==> config.mk <==
export PLATFORM = sky130hd
export DESIGN_NAME = tws_slave
export DESIGN_NICKNAME = d
export VERILOG_FILES = /design/src/core/tws_pkg.sv /design/src/core/tws_pin_sync.sv /design/src/core/tws_slave.sv
export SDC_FILE = /design/constraint.sdc
export NUM_CORES = 1
export LEC_CHECK = 0
export ABC_AREA = 1
export BUFFER_PORTS_ARGS = -buffer_cell sky130_fd_sc_hd__buf_2
export CORE_MARGIN = 1
export CORE_UTILIZATION = 58
export CTS_CLUSTER_SIZE = 20
export DETAILED_ROUTE_END_ITERATION = 6
export PLACE_DENSITY = 0.83
export SYNTH_ARGS = -nofsm -noshare
export SYNTH_HDL_FRONTEND = slang
export SYNTH_SLANG_ARGS = --single-unit
==> constraint.sdc <==
create_clock -name clock -period 2.3 [get_ports clock]
set_clock_uncertainty 0.05 [all_clocks]
set_input_delay 0.115 -clock clock [delete_from_list [all_inputs] [get_ports clock]]
set_output_delay 0.115 -clock clock [all_outputs]
set_load 0.05 [all_outputs]
==> src/core/tws_pkg.sv <==
package tws_pkg;

  // bus address bytes, write form; bit 0 carries the direction
  localparam logic [7:0] TWS_DEV_ADDR_STRAP_LO = 8'h90;
  localparam logic [7:0] TWS_DEV_ADDR_STRAP_HI = 8'hba;

  // byte framing
  localparam int         TWS_BYTE_MSB     = 7;
  localparam int         TWS_BIT_CNT_W    = 4;
  localparam logic [3:0] TWS_BITS_PER_BYTE = 4'h8;
  localparam logic [3:0] TWS_BIT_CNT_ZERO  = 4'h0;
  localparam logic [3:0] TWS_BIT_CNT_ONE   = 4'h1;
  localparam int         TWS_DIR_BIT      = 0;
  localparam logic       TWS_DIR_READ     = 1'b1;

  // register access port
  localparam int          TWS_REG_W       = 16;
  localparam logic [15:0] TWS_PTR_RESET   = 16'h0000;
  localparam logic [15:0] TWS_PTR_STEP    = 16'h0001;
  localparam logic [15:0] TWS_WORD_RESET  = 16'h0000;
  localparam logic [7:0]  TWS_BYTE_RESET  = 8'h00;

  // protocol state, gray along receive -> ack -> transmit -> master ack
  typedef enum logic [2:0] {
    ST_IDLE   = 3'h0,
    ST_RX     = 3'h1,
    ST_ACK    = 3'h3,
    ST_TX     = 3'h2,
    ST_MACK   = 3'h6,
    ST_TXNEXT = 3'h7
  } tws_state_t;

  // which byte of the message is on the wire
  typedef enum logic [2:0] {
    PH_DEV = 3'h0,
    PH_AHI = 3'h1,
    PH_ALO = 3'h3,
    PH_DHI = 3'h2,
    PH_DLO = 3'h6,
    PH_RHI = 3'h7,
    PH_RLO = 3'h5
  } tws_phase_t;

endpackage : tws_pkg

==> src/core/tws_pin_sync.sv <==
`timescale 1ns/1ns
`default_nettype none

module tws_pin_sync
(
  // clock and reset
  input  wire logic clock,
  input  wire logic rst_n,
  // asynchronous pin
  input  wire logic pin_in,
  // filtered level and edge pulses
  output logic      level,
  output logic      rise,
  output logic      fall
);

  logic s1_reg;
  logic s2_reg;
  logic s3_reg;
  logic agree;

  assign agree = (s2_reg == s3_reg);

  // s1 feeds s2 only; a change counts once s2 and s3 agree
  always_ff @(posedge clock or negedge rst_n)
  begin
    if (!rst_n)
    begin
      s1_reg <= 1'b1;
      s2_reg <= 1'b1;
      s3_reg <= 1'b1;
    end
    else
    begin
      s1_reg <= pin_in;
      s2_reg <= s1_reg;
      s3_reg <= s2_reg;
    end
  end

  // edges decoded without a flop: the answer lands a cycle earlier in the low half
  assign rise = agree && s2_reg && !level;
  assign fall = agree && !s2_reg && level;

  // idle bus reads high, so reset level is high
  always_ff @(posedge clock or negedge rst_n)
  begin
    if (!rst_n)
    begin
      level <= 1'b1;
    end
    else if (agree)
    begin
      level <= s2_reg;
    end
  end

endmodule : tws_pin_sync

`default_nettype wire

==> src/core/tws_slave.sv <==
`timescale 1ns/1ns
`default_nettype none

module tws_slave
  import tws_pkg::*;
(
  // clock and reset
  input  wire logic                 clock,
  input  wire logic                 rst_n,
  // serial link
  input  wire logic                 serial_clock_line,
  input  wire logic                 serial_data_line_in,
  output logic                      serial_data_line_out,
  output logic                      serial_data_line_oe,
  input  wire logic                 bus_address_select_pin,
  // register access
  output logic [TWS_REG_W-1:0]      reg_addr,
  output logic [TWS_REG_W-1:0]      reg_wdata,
  output logic                      reg_wr_pulse,
  output logic                      reg_rd_pulse,
  input  wire logic [TWS_REG_W-1:0] reg_rdata,
  // status
  output logic                      bus_busy
);

  ////////////////////////////////////////////////////////////////////////////
  // pin conditioning

  logic scl_level;
  logic scl_rise;
  logic scl_fall;
  logic sda_level;
  logic sda_rise;
  logic sda_fall;
  logic strap_level;

  tws_pin_sync u_scl_sync
  (
    .clock  (clock),
    .rst_n  (rst_n),
    .pin_in (serial_clock_line),
    .level  (scl_level),
    .rise   (scl_rise),
    .fall   (scl_fall)
  );

  tws_pin_sync u_sda_sync
  (
    .clock  (clock),
    .rst_n  (rst_n),
    .pin_in (serial_data_line_in),
    .level  (sda_level),
    .rise   (sda_rise),
    .fall   (sda_fall)
  );

  // strap is a pin too; filtered like the link lines
  tws_pin_sync u_strap_sync
  (
    .clock  (clock),
    .rst_n  (rst_n),
    .pin_in (bus_address_select_pin),
    .level  (strap_level),
    .rise   (),
    .fall   ()
  );

  ////////////////////////////////////////////////////////////////////////////
  // bus conditions and decode

  tws_state_t                state_reg;
  tws_phase_t                phase_reg;
  logic [TWS_BIT_CNT_W-1:0]  bit_cnt_reg;
  logic [7:0]                rx_shift_reg;
  logic [7:0]                tx_shift_reg;
  logic [7:0]                rd_lo_reg;
  logic                      rd_dir_reg;
  logic [7:0]                addr_hi_reg;
  logic [7:0]                data_hi_reg;
  logic [TWS_REG_W-1:0]      ptr_reg;

  logic       start_cond;
  logic       stop_cond;
  logic [7:0] own_addr;
  logic       addr_match;
  logic       rx_done;
  logic       rd_word_done;

  // edges of both lines pass equal delay, so the levels still line up
  assign start_cond = sda_fall && scl_level;
  assign stop_cond  = sda_rise && scl_level;

  assign own_addr   = strap_level ? TWS_DEV_ADDR_STRAP_HI
                                  : TWS_DEV_ADDR_STRAP_LO;
  // only bits 7:1 are compared; bit 0 picks 0x90/0x91 style forms
  assign addr_match = (rx_shift_reg[TWS_BYTE_MSB:1] == own_addr[TWS_BYTE_MSB:1]);

  assign rx_done = (state_reg == ST_RX) && scl_fall
                   && (bit_cnt_reg == TWS_BITS_PER_BYTE);

  // low byte of a read word finished its master acknowledge slot
  assign rd_word_done = (state_reg == ST_MACK) && scl_rise && (phase_reg == PH_RLO);

  ////////////////////////////////////////////////////////////////////////////
  // bus busy flag

  // idle means both lines high after a stop; reset assumes an idle bus
  always_ff @(posedge clock or negedge rst_n)
  begin
    if (!rst_n)
    begin
      bus_busy <= 1'b0;
    end
    else if (start_cond)
    begin
      bus_busy <= 1'b1;
    end
    else if (stop_cond)
    begin
      bus_busy <= 1'b0;
    end
  end

  ////////////////////////////////////////////////////////////////////////////
  // protocol engine

  always_ff @(posedge clock or negedge rst_n)
  begin
    if (!rst_n)
    begin
      state_reg           <= ST_IDLE;
      phase_reg           <= PH_DEV;
      bit_cnt_reg         <= TWS_BIT_CNT_ZERO;
      rx_shift_reg        <= TWS_BYTE_RESET;
      tx_shift_reg        <= TWS_BYTE_RESET;
      rd_lo_reg           <= TWS_BYTE_RESET;
      rd_dir_reg          <= 1'b0;
      serial_data_line_oe <= 1'b0;
      reg_rd_pulse        <= 1'b0;
    end
    else
    begin
      reg_rd_pulse <= 1'b0;
      if (start_cond)
      begin
        // a restart aborts whatever was in flight
        state_reg           <= ST_RX;
        phase_reg           <= PH_DEV;
        bit_cnt_reg         <= TWS_BIT_CNT_ZERO;
        serial_data_line_oe <= 1'b0;
      end
      else if (stop_cond)
      begin
        state_reg           <= ST_IDLE;
        phase_reg           <= PH_DEV;
        serial_data_line_oe <= 1'b0;
      end
      else
      begin
        unique case (state_reg)
          ST_IDLE:
          begin
            serial_data_line_oe <= 1'b0;
          end
          ST_RX:
          begin
            if (scl_rise)
            begin
              // sampled at the filtered rising clock edge while the line is stable
              rx_shift_reg <= {rx_shift_reg[TWS_BYTE_MSB-1:0], sda_level};
              bit_cnt_reg  <= bit_cnt_reg + TWS_BIT_CNT_ONE;
            end
            else if (rx_done)
            begin
              if (phase_reg == PH_DEV)
              begin
                rd_dir_reg <= (rx_shift_reg[TWS_DIR_BIT] == TWS_DIR_READ);
                if (addr_match)
                begin
                  serial_data_line_oe <= 1'b1;
                  state_reg           <= ST_ACK;
                end
                else
                begin
                  // foreign address: stay released until the next start
                  state_reg <= ST_IDLE;
                end
              end
              else
              begin
                serial_data_line_oe <= 1'b1;
                state_reg           <= ST_ACK;
              end
            end
          end
          ST_ACK:
          begin
            if (scl_fall)
            begin
              serial_data_line_oe <= 1'b0;
              bit_cnt_reg         <= TWS_BIT_CNT_ZERO;
              unique case (phase_reg)
                PH_DEV:
                begin
                  if (rd_dir_reg)
                  begin
                    // read starts at the current pointer
                    tx_shift_reg        <= reg_rdata[TWS_REG_W-1:8];
                    rd_lo_reg           <= reg_rdata[7:0];
                    reg_rd_pulse        <= 1'b1;
                    serial_data_line_oe <= !reg_rdata[TWS_REG_W-1];
                    phase_reg           <= PH_RHI;
                    state_reg           <= ST_TX;
                  end
                  else
                  begin
                    phase_reg <= PH_AHI;
                    state_reg <= ST_RX;
                  end
                end
                PH_AHI:
                begin
                  phase_reg <= PH_ALO;
                  state_reg <= ST_RX;
                end
                PH_ALO:
                begin
                  phase_reg <= PH_DHI;
                  state_reg <= ST_RX;
                end
                PH_DHI:
                begin
                  phase_reg <= PH_DLO;
                  state_reg <= ST_RX;
                end
                default:
                begin
                  // word written, take further words until stop or restart
                  phase_reg <= PH_DHI;
                  state_reg <= ST_RX;
                end
              endcase
            end
          end
          ST_TX:
          begin
            if (scl_rise)
            begin
              bit_cnt_reg <= bit_cnt_reg + TWS_BIT_CNT_ONE;
            end
            else if (scl_fall)
            begin
              if (bit_cnt_reg == TWS_BITS_PER_BYTE)
              begin
                serial_data_line_oe <= 1'b0;
                state_reg           <= ST_MACK;
              end
              else
              begin
                // next bit changes only while the clock is low
                tx_shift_reg        <= {tx_shift_reg[TWS_BYTE_MSB-1:0], 1'b0};
                serial_data_line_oe <= !tx_shift_reg[TWS_BYTE_MSB-1];
              end
            end
          end
          ST_MACK:
          begin
            if (scl_rise)
            begin
              if (sda_level)
              begin
                state_reg <= ST_IDLE;
              end
              else
              begin
                state_reg <= ST_TXNEXT;
              end
            end
          end
          ST_TXNEXT:
          begin
            if (scl_fall)
            begin
              bit_cnt_reg <= TWS_BIT_CNT_ZERO;
              state_reg   <= ST_TX;
              if (phase_reg == PH_RHI)
              begin
                tx_shift_reg        <= rd_lo_reg;
                serial_data_line_oe <= !rd_lo_reg[TWS_BYTE_MSB];
                phase_reg           <= PH_RLO;
              end
              else
              begin
                // pointer already stepped at the last acknowledge
                tx_shift_reg        <= reg_rdata[TWS_REG_W-1:8];
                rd_lo_reg           <= reg_rdata[7:0];
                reg_rd_pulse        <= 1'b1;
                serial_data_line_oe <= !reg_rdata[TWS_REG_W-1];
                phase_reg           <= PH_RHI;
              end
            end
          end
          default:
          begin
            state_reg           <= ST_IDLE;
            serial_data_line_oe <= 1'b0;
          end
        endcase
      end
    end
  end

  ////////////////////////////////////////////////////////////////////////////
  // register pointer and write port

  always_ff @(posedge clock or negedge rst_n)
  begin
    if (!rst_n)
    begin
      addr_hi_reg  <= TWS_BYTE_RESET;
      data_hi_reg  <= TWS_BYTE_RESET;
      ptr_reg      <= TWS_PTR_RESET;
      reg_wdata    <= TWS_WORD_RESET;
      reg_wr_pulse <= 1'b0;
    end
    else
    begin
      reg_wr_pulse <= 1'b0;
      if (rx_done && (phase_reg == PH_AHI))
      begin
        addr_hi_reg <= rx_shift_reg;
      end
      if (rx_done && (phase_reg == PH_ALO))
      begin
        ptr_reg <= {addr_hi_reg, rx_shift_reg};
      end
      else if (reg_wr_pulse || rd_word_done)
      begin
        // step after the strobe so the write sees the old address
        ptr_reg <= ptr_reg + TWS_PTR_STEP;
      end
      if (rx_done && (phase_reg == PH_DHI))
      begin
        data_hi_reg <= rx_shift_reg;
      end
      if (rx_done && (phase_reg == PH_DLO))
      begin
        reg_wdata    <= {data_hi_reg, rx_shift_reg};
        reg_wr_pulse <= 1'b1;
      end
    end
  end

  ////////////////////////////////////////////////////////////////////////////
  // outputs

  assign reg_addr = ptr_reg;

  // open drain: only ever pulls low
  always_ff @(posedge clock or negedge rst_n)
  begin
    if (!rst_n)
    begin
      serial_data_line_out <= 1'b0;
    end
    else
    begin
      serial_data_line_out <= 1'b0;
    end
  end

endmodule : tws_slave

`default_nettype wire

== After elaboration in Yosys (flattened, before gate mapping) ==
Cells that the tools add are included.

* $add $sub $neg: 2
* Muxes and demuxes: 73
* Eq/ne operators: 38
* Reductions and logical operators: 44
* Bitwise logic cells: 3

{| class="wikitable"
|+ Operators with widths
! cell !! count
|-
| $mux W7 || 8
|-
| $mux W3 || 18
|-
| $mux W8 || 5
|-
| $mux W16 || 2
|-
| $ne A4 B4 Y1 const B || 8
|-
| $mux W1 || 24
|-
| $pmux W7 S3 || 1
|-
| $logic_and A1 B1 Y1 || 18
|-
| $ne A2 B2 Y1 const B || 9
|-
| $pmux W3 S6 || 1
|-
| $add A16 B1 Y16 const B || 1
|-
| $mux W4 || 4
|-
| $pmux W8 S2 || 1
|-
| $reduce_and A8 Y1 || 2
|-
| $eq A3 B3 Y1 const B || 5
|-
| $eq A3 B2 Y1 const B || 4
|-
| $reduce_and A10 Y1 || 1
|-
| $pmux W3 S3 || 1
|-
| $reduce_and A9 Y1 || 1
|-
| $pmux W4 S2 || 1
|-
| $reduce_and A4 Y1 || 2
|-
| $eq A7 B7 Y1 || 1
|-
| $logic_not A1 Y1 || 7
|-
| $eq A3 B1 Y1 const B || 2
|-
| 20 further kinds || 33
|}

* Input bits: 21
* Register bits after elaboration: 98
* Output and inout port bits: 37
* Logic and storage cells: 187

== Longest topological paths before layout ==
Gate-level depths: netlist of the first run.

* Depth after elaboration: 10
* Gate-level depth with buffers: 12
* Mapped depth without buffers: 12

== Cells and area by module ==
From an unflattened synthesis of the first run, not the netlist that was laid out.

* Cells, all modules: 640
* Area, all modules: 4,974.8 um2

{| class="wikitable"
|+ By module, submodules not included
! module !! instances !! seq. area each (um2) !! cells an instance !! area an instance (um2)
|-
| tws_slave || 1 || 2,152.1 || 592 || 4,471.8
|-
| tws_pin_sync || 3 || 105.1 || 16 || 167.7
|}

== Worst setup path before layout of the first run ==
OpenSTA, ideal clock, no wires.

* Path type: reg2reg
* Start: register ptr_reg[0] (netlist: reg_addr[0])
* End: register ptr_reg[10] (netlist: reg_addr[10])
* Clock period less this slack: 2.008 ns
* Cell stages (with the launch flop): 9
* Setup slack: 0.292 ns
* Data required time: 2.123 ns
* Buffers on the path: 0
* Library setup time: 0.127 ns
* Data arrival time: 1.831 ns
* Cells stage by stage: dfrtp_1 -> ha_1 -> nand3_1 -> nor3_1 -> nand3_1 -> nand2_1 -> nand2_1 -> nand3_1 -> o21ai_0

* Longest elaborated chain between the ends: 3

{| class="wikitable"
|+ RTL lines
! item !! RTL line !! source
|-
| from (decl) || tws_slave.sv:80 || <nowiki>logic [TWS_REG_W-1:0] ptr_reg;</nowiki>
|-
| from (signal assigned) || tws_slave.sv:335 || <nowiki>ptr_reg <= {addr_hi_reg, rx_shift_reg};</nowiki>
|-
| from (signal assigned) || tws_slave.sv:340 || <nowiki>ptr_reg <= ptr_reg + TWS_PTR_STEP;</nowiki>
|-
| $add A16 B1 Y16 || tws_slave.sv:340 ||
|-
| $mux W16 || tws_slave.sv:337 || <nowiki>else if (reg_wr_pulse || rd_word_done)</nowiki>
|-
| $mux W16 || tws_slave.sv:333 || <nowiki>if (rx_done && (phase_reg == PH_ALO))</nowiki>
|}

Every way passes these cells. The select of a mux whose other input is x is not followed.
A chain may end at the register's enable or synchronous reset.

== Worst setup path after layout of the first run ==
* Start: register bit_cnt_reg[0]
* End: register data_hi_reg[7]

* Longest elaborated chain between the ends: 3

{| class="wikitable"
|+ RTL lines
! item !! RTL line !! source
|-
| from (decl) || tws_slave.sv:73 || <nowiki>logic [TWS_BIT_CNT_W-1:0] bit_cnt_reg;</nowiki>
|-
| from (signal assigned) || tws_slave.sv:171 || <nowiki>bit_cnt_reg <= bit_cnt_reg + TWS_BIT_CNT_ONE;</nowiki>
|-
| from (signal assigned) || tws_slave.sv:249 || <nowiki>bit_cnt_reg <= bit_cnt_reg + TWS_BIT_CNT_ONE;</nowiki>
|-
| $eq A4 B4 Y1 || tws_slave.sv:99 || <nowiki>&& (bit_cnt_reg == TWS_BITS_PER_BYTE);</nowiki>
|-
| $logic_and A1 B1 Y1 || tws_slave.sv:99 ||
|-
| $logic_and A1 B1 Y1 || tws_slave.sv:342 || <nowiki>if (rx_done && (phase_reg == PH_DHI))</nowiki>
|-
| to (signal assigned) || tws_slave.sv:344 || <nowiki>data_hi_reg <= rx_shift_reg;</nowiki>
|-
| to (decl) || tws_slave.sv:79 || <nowiki>logic [7:0] data_hi_reg;</nowiki>
|}

Every way passes these cells.

==> summary.md, run 1 <==
| Metric | Value |
|---|---|
| Most numerous cell on the critical path | `nand2_1` |
| Area Growth Syn to Fin | `14.81%` |
| CTS tree | `done` |
| Fmax | `0.4675 GHz` |
| Synthesized cell area | `0.004815 mm²` |
| Status | `complete, no violations` |
| Layout cells sized above 1 | `15.99%` |
| Crit-path cells | `inv_1 -> ha_1 -> nand2_1 -> nor2_1 -> nand2_1 -> nor3_4 -> nand2_1 -> o21ai_0` |
| Clk Latency, worst-skew pair | `0.37 ns` |
| Post-Route WL | `10,550 µm` |
| Number of CTS-inserted buffers | `9` |
| Sequential share of power | `54.6%` |
| CP Capture Type | `flop` |
| Gr usage total | `26.76%` |
| Yosys cell types | `36` |
| WP data arrival | `2.35 ns` |
| Met3 global-route usage | `4.553%` |
| WL/cell | `13.26 µm` |
| Setup TNS | `0 ns` |
| Crit path max fanout | `16` |
| Period utilisation layout | `93.01%` |
| Crit Path Category | `reg2reg` |
| Total gr overflow | `0` |
| Via count | `4,248` |
| Syn_area_per_cell | `7.854 µm²` |
| 1st-iter DRT viols | `331` |
| Internal power | `2.427 mW` |
| Power per Cell Area | `646.0 mW/mm²` |
| DIE HEIGHT | `93.11 µm` |
| Final Power | `3.571 mW` |
| Synth Warn # | `0` |
| Detailed Place HPWL | `7604 µm` |
| Slew headroom | `59.43%` |
| Port buffer count | `56` |
| Tightest Pin Transition | `0.6086 ns` |
| Crit path buf inv count | `1` |
| Num Clock Sinks | `98` |
| Routing usage on met2 | `41.61%` |
| Max-cap violations | `0` |
| Worst-path clk slew | `0.10 ns` |
| Crit path max-delay family | `simple AND/OR/NAND/NOR gates` |
| #FFs+latches synth | `98` |
| Post-synthesis sequential area ratio | `51.25%` |
| Leak Pwr | `2.819 nW` |
| Switch share | `32.02%` |
| Vias in the first global route | `4,021` |
| Setup crit start kind | `flop` |
| RSZ-0062 raised after global routing | `no` |
| Post-Synthesis Cells | `613` |
| CTS H-tree depth | `3` |
| Root buffer cell | `clkbuf_8` |
| Row count | `32` |
| Hold Crit Class | `in2reg` |
| Largest net degree at the start of global routing | `54` |
| Period minus WS final | `2.139 ns` |
| Final hold violation count | `0` |
| Initial Util | `61.04%` |
| Met1 Use GR | `37.95%` |
| Delay of the slowest critical-path stage | `0.41 ns` |
| Post-route ant nets | `0` |
| Drt pass-1 iters | `5` |
| Most frequent cells in the layout | `nand2_1, dfrtp_1, o21ai_0, inv_1, buf_2` |
| Vias per cell | `5.337` |
| Main area contributors after synthesis | `dfrtp_1, nand2_1, o21ai_0` |
| Worst EP required | `2.51 ns` |
| Nets | `717` |
| Clock power share | `28.6%` |
| Initial antenna violation count | `0` |
| # IOs | `58` |
| Gr busiest metal | `met2` |
| Critical path's slowest cell | `dfrtp_1` |
| Clock Path Buffers | `2` |
| Syn nets | `641` |
| Final setup violation count | `0` |
| Core outline area | `0.007888 mm²` |
| Logic pwr share | `16.7%` |
| Worst vdd ir | `0.0004658 V` |
| Share of the synthesized area in the top cell type | `44.70%` |
| Full die area | `0.008669 mm²` |
| # DRC | `0` |
| Antenna Cells | `0` |
| First-pass GRT wire length | `18,200 µm` |
| FF-to-FF setup slack | `0.16 ns` |
| Cell accounting for the most synthesized area | `dfrtp_1` |
| Slew Limit Fails | `0` |
| Die width | `93.11 µm` |
| Psw | `1.143 mW` |
| GPL Wtd Cong | `0.9146` |
| Most common cell after layout, fill and taps aside | `nand2_1` |
==> cell families (layout without fill, tap and decap cells) <==
family | Yosys count | in the layout | share of synthesized area, %
xor gates and xnor gates | 4 | 4 | 0.7278
adders and majority gates | 8 | 8 | 2.027
AOI/OAI and AO/OA | 90 | 90 | 10.19
other | 1 | 1 | 0.07789
DFF | 98 | 98 | 51.25
buffers and inverters | 80 | 161 | 6.860
and+or+nand+nor | 332 | 332 | 28.87
==> worst register-to-register path: stages, from the launching register on <==
cell and delay (ns):
dfrtp_1 0.41, inv_1 0.11, ha_1 0.17, nand2_1 0.05
nor2_1 0.15, nand2_1 0.16, nor3_4 0.22, nand2_1 0.35
o21ai_0 0.37
==> per-stage QoR <==
stage | util, % | std cells | hold WS [ns] | setup slack [ns] | cell area (µm²)
global route | 70.08 | 796 | 0.04305 | 0.01732 | 5528
global placement | 66.23 | 768 | 0.1069 | 0.3102 | 5224
CTS | 70.02 | 796 | 0.03729 | 0.1576 | 5523
floorplan | - | 613 | -0.2306 | 0.2918 | 4815
detailed placement | 66.23 | 768 | 0.1102 | 0.1885 | 5224
finish | 70.08 | 796 | 0.03941 | 0.1608 | 5528
==> synthesized netlist by cell type <==
| master | count |
|---|---|
| clkbuf_1 | 1 |
| ha_1 | 7 |
| nor2_1 | 43 |
| nand2_1 | 221 |
| dfstp_2 | 12 |
| nor4_1 | 2 |
| conb_1 | 1 |
| nand2_2 | 3 |
| o21ai_1 | 2 |
| nor2_4 | 1 |
| o22ai_1 | 3 |
| buf_4 | 2 |
| nor2_2 | 5 |
| nand3_2 | 3 |
| nand3b_1 | 2 |
| nor3_2 | 1 |
| clkinv_2 | 1 |
| xor2_1 | 3 |
| o21ai_0 | 66 |
| a21boi_0 | 1 |
| o2111ai_1 | 6 |
| maj3_1 | 1 |
| o211ai_1 | 2 |
| nor3_1 | 5 |
| buf_2 | 5 |
| a21oi_1 | 9 |
| buf_6 | 2 |
| o21bai_2 | 1 |
| nor3_4 | 1 |
| nand3_1 | 42 |
| inv_1 | 64 |
| nand4_1 | 3 |
| clkinv_1 | 1 |
| xnor2_1 | 1 |
| dfrtp_1 | 86 |
| inv_2 | 4 |
==> power by group through the flow <==
| stage | clock network (mW) | registers, mW | logic, mW |
|---|---|---|---|
| final | 1.02 | 1.95 | 0.597 |
| after global routing | 1.10 | 1.97 | 0.680 |
| after CTS | 1.04 | 1.95 | 0.594 |
| after detailed placement | 0 | 1.98 | 0.577 |
| after global placement | 0 | 1.97 | 0.552 |
| after floorplan | 0 | 2.00 | 0.345 |
==> cell type report <==
class	instances	area [µm²]
Clock buffer	9	123.9
Clock inverter	7	55.05
Fill cell	623	2360
Inverter	70	264.0
Multi-Input combinational cell	435	2022
Sequential cell	98	2467
Tap cell	102	127.6
Timing Repair Buffer	75	467.9
==> routing by layer <==
layer / part of all wire (%) / vias up
li1: - / 2106
met1: 48 / 1961
met2: 45 / 165
met3: 5.3 / 16
met4: 1.7 / 0
met5: 0 / -
==> final timing paths <==
path | from | endpoint | cells after the start
max in group asynchronous | rst_n | u_strap_sync.s3_reg | 3
setup reg to reg | bit_cnt_reg[0] | data_hi_reg[7] | 8
min in group asynchronous | rst_n | bit_cnt_reg[3] | 2
setup / recovery | bit_cnt_reg[0] | data_hi_reg[7] | 8
hold / removal | reg_rdata[8] | tx_shift_reg[0] | 5
hold reg to reg | u_strap_sync.s1_reg | u_strap_sync.s2_reg | 0
==> what timing repair did <==
item,in CTS,in global routing
resized for setup,0,1
endpoints found under the hold margin,56,0
endpoints found under the setup margin,0,4
setup buffers,0,0
hold buffers,12,0
Note: power is estimated with default switching activity, not from simulation.
==> inputs of run 2 (changes only) <==
--- a/config.mk
+++ b/config.mk
@@ -8,10 +8,11 @@
 export ABC_AREA = 1
 export BUFFER_PORTS_ARGS = -buffer_cell sky130_fd_sc_hd__buf_2
 export CORE_MARGIN = 1
-export CORE_UTILIZATION = 58
+export CORE_UTILIZATION = 60
+export CTS_BUF_LIST = sky130_fd_sc_hd__clkbuf_4 sky130_fd_sc_hd__clkbuf_8
 export CTS_CLUSTER_SIZE = 20
 export DETAILED_ROUTE_END_ITERATION = 6
-export PLACE_DENSITY = 0.83
+export PLACE_DENSITY = 0.85
 export SYNTH_ARGS = -nofsm -noshare
 export SYNTH_HDL_FRONTEND = slang
 export SYNTH_SLANG_ARGS = --single-unit
==> run 2 against run 1 <==
Against the previous run:
- critical endpoint is now reg_addr[11]
- total power grew 3.5%
- register-to-register slack gained 0.06 ns
- combinational power grew 0.7%
- core utilization is 1.9 points higher
- critical path depth up 2
- hold slack better by 0.012 ns
- global-route usage up 0.97 points
- count of clock-buffer cells in the layout is 2 higher
==> summary.md, run 2 (synthesis gave the netlist of run 1 again) <==
| Metric | Value |
|---|---|
| Final Power | `3.696 mW (+3.5%)` |
| First-pass GRT wire length | `18,510 µm (+1.7%)` |
| GPL Wtd Cong | `0.9188 (+0.46%)` |
| 1st-iter DRT viols | `304 (-8.2%)` |
| Slew Limit Fails | `0 (unchanged)` |
| CP Capture Type | `flop` |
| Layout cells sized above 1 | `16.12% (+0.12 points)` |
| Gr usage total | `27.73% (+0.97 points)` |
| Crit path max fanout | `18 (+2)` |
| DIE HEIGHT | `91.58 µm (-1.6%)` |
| RR Startpoint | `bit_cnt_reg[0]` |
| Initial Util | `62.31% (+1.3 points)` |
| # DRC | `0 (unchanged)` |
| Most frequent cells in the layout | `nand2_1, dfrtp_1, o21ai_0, inv_1, buf_2` |
| Routing usage on met2 | `45.99% (+4.4 points)` |
| Vias per cell | `5.412 (+1.4%)` |
| Row count | `32 (unchanged)` |
| Vias in the first global route | `4,175 (+3.8%)` |
| FF-to-FF End | `reg_addr[11]` |
| Die width | `91.58 µm (-1.6%)` |
| Area Growth Syn to Fin | `15.59%` |
| Number of CTS-inserted buffers | `9 (unchanged)` |
| Num Clock Sinks | `98 (unchanged)` |
| Slew headroom | `61.59% (+2.2 points)` |
| Crit-path cells | `inv_1 -> ha_1 -> nand2_1 -> nor2_1 -> nand2_1 -> nor3_4 -> nand2_2 -> nand2_4 -> nand3_1 -> o21ai_0` |
| Initial antenna violation count | `0 (unchanged)` |
| Tightest Pin Transition | `0.5762 ns (-0.03242 ns)` |
| Total gr overflow | `0 (unchanged)` |
| Clk Latency, worst-skew pair | `0.36 ns (about the same)` |
| Fin cells | `797 (+0.13%)` |
| Core outline area | `0.007727 mm² (-2.0%)` |
| Final hold violation count | `0 (unchanged)` |
| Antenna Cells | `0 (unchanged)` |
| Final WS setup | `0.2250 ns (+0.06414 ns)` |
| Sequential share of power | `52.7% (-1.9 points)` |
| Hold Crit Class | `in2reg` |
| Fmax | `0.4819 GHz (+3.1%)` |
| Max-cap violations | `0 (unchanged)` |
| Status | `complete, no violations` |
| Filler Cells Inserted | `592 (-5.0%)` |
| Cell count of the worst hold path | `5 (unchanged)` |
| Worst-path clk slew | `0.09 ns (about the same)` |
| Nets | `718 (+0.14%)` |
| Met3 global-route usage | `4.355% (-0.20 points)` |
| Full die area | `0.008387 mm² (-3.3%)` |
| Period utilisation layout | `90.22% (-2.8 points)` |
| Clock power share | `31.0% (+2.4 points)` |
| Period minus WS final | `2.075 ns (-0.06414 ns)` |
| Switch share | `30.14% (-1.9 points)` |
| Hold Crit Start | `reg_rdata[11]` |
| Met1 Use GR | `36.97% (-0.99 points)` |
| Crit Path Category | `reg2reg` |
| Internal power | `2.582 mW (+6.4%)` |
| WL/cell | `13.46 µm (+1.6%)` |
| Hold worst-path end | `tx_shift_reg[3]` |
| Clock Path Buffers | `2 (unchanged)` |
| Final setup violation count | `0 (unchanged)` |
| Critical path's slowest cell | `dfrtp_1` |
| Drt pass-1 iters | `5 (unchanged)` |
| Logic pwr share | `16.3% (-0.4 points)` |
| Psw | `1.114 mW (-2.6%)` |
| Detailed Place HPWL | `7741 µm (+1.8%)` |
| FF-to-FF setup slack | `0.22 ns (+0.06 ns)` |
| Setup crit start kind | `flop` |
| Leak Pwr | `2.848 nW (+1.0%)` |
| Dpl cells | `769 (+0.13%)` |
| CTS tree | `done` |
| Crit path buf inv count | `1 (unchanged)` |
| Crit path max-delay family | `simple AND/OR/NAND/NOR gates` |
| Via count | `4,313 (+1.5%)` |
| Root buffer cell | `clkbuf_8` |
| Worst vdd ir | `0.0005011 V (+7.6%)` |
| Most numerous cell on the critical path | `nand2_1` |
| Power per Cell Area | `664.1 mW/mm² (+2.8%)` |
| Most common cell after layout, fill and taps aside | `nand2_1` |
| Post-Route WL | `10,730 µm (+1.7%)` |
| Port buffer count | `56 (unchanged)` |
| WP data arrival | `2.31 ns (-0.04 ns)` |
| Worst EP required | `2.54 ns (+0.03 ns)` |
| Place WS | `0.1498 ns (-0.03870 ns)` |
| Gr busiest metal | `met2` |
| Delay of the slowest critical-path stage | `0.41 ns (about the same)` |
| Post-route ant nets | `0 (unchanged)` |
| CTS H-tree depth | `3 (unchanged)` |
| # IOs | `58 (unchanged)` |
| RSZ-0062 raised after global routing | `yes` |
| Worst reg2reg path depth | `10 (+2)` |
| Largest net degree at the start of global routing | `55 (+1.9%)` |
==> run 2: final cells by class <==
type                            count  area [µm²]  area share (%)
Inverter                           70       264.0           4.744
Clock buffer                       11       145.1           2.608
Clock inverter                      5       63.81           1.147
Tap cell                          102       127.6           2.293
Multi-Input combinational cell    435        2022           36.33
Sequential cell                    98        2467           44.33
Timing Repair Buffer               76       475.5           8.543
==> run 2: metrics by stage <==
step | hold slack [ns] | util, % | TNS, ns | cell area [µm²]
after floorplan | -0.2306 | - | 0 | 4815
after global placement | 0.09877 | 67.70 | 0 | 5231
after detailed placement | 0.1070 | 67.70 | 0 | 5231
after CTS | 0.04707 | 71.96 | 0 | 5560
after global routing | 0.07885 | 72.02 | -0.3245 | 5565
final | 0.05102 | 72.02 | 0 | 5565
==> run 2: power by group through the flow <==
stage	sequential, mW	combinational, mW	clock [mW]
finish	1.95	0.601	1.15
global route	1.96	0.686	1.22
CTS	1.95	0.600	1.16
detailed placement	1.98	0.583	0
global placement	1.97	0.554	0
floorplan	2.00	0.345	0
==> run 2: layer usage <==
metal  part of all wire [%]  vias up  routed length, µm
li1                       -     2112                  -
met1                     45     2037               4840
met2                     48      147               5193
met3                    5.2       17                557
met4                    1.3        0                139
met5                      0        -                  0
==> run 2: worst max path at each step <==
stage / endpoint / slack, ns / from / cells after the start
3_3_place_gp: reg_addr[6] / 0.31 / u_scl_sync.s2_reg / 10
3_5_place_dp: reg_addr[11] / 0.15 / bit_cnt_reg[0] / 10
6_report: reg_addr[11] / 0.22 / bit_cnt_reg[0] / 10
5_1_grt: reg_addr[10] / -0.04 / bit_cnt_reg[0] / 10
4_1_cts: reg_addr[11] / 0.14 / bit_cnt_reg[0] / 10
2_1_floorplan: reg_addr[10] / 0.29 / reg_addr[0] / 8
==> run 2: worst reg2reg max path, delay by kind of cell, from the launching register on <==
| family | cells | cell delay, ns |
|---|---|---|
| AOI/OAI and AO/OA | 1 | 0.07 |
| adders and majority gates | 1 | 0.17 |
| buffers and inverters | 1 | 0.10 |
| DFF | 1 | 0.41 |
| and+or+nand+nor | 7 | 1.22 |
==> run 2: what timing repair did <==
action,in CTS,in global routing
hold buffers,12,0
resized for setup,0,1
setup endpoints to repair,0,17
buffers inserted,0,0
endpoints found under the hold margin,47,0
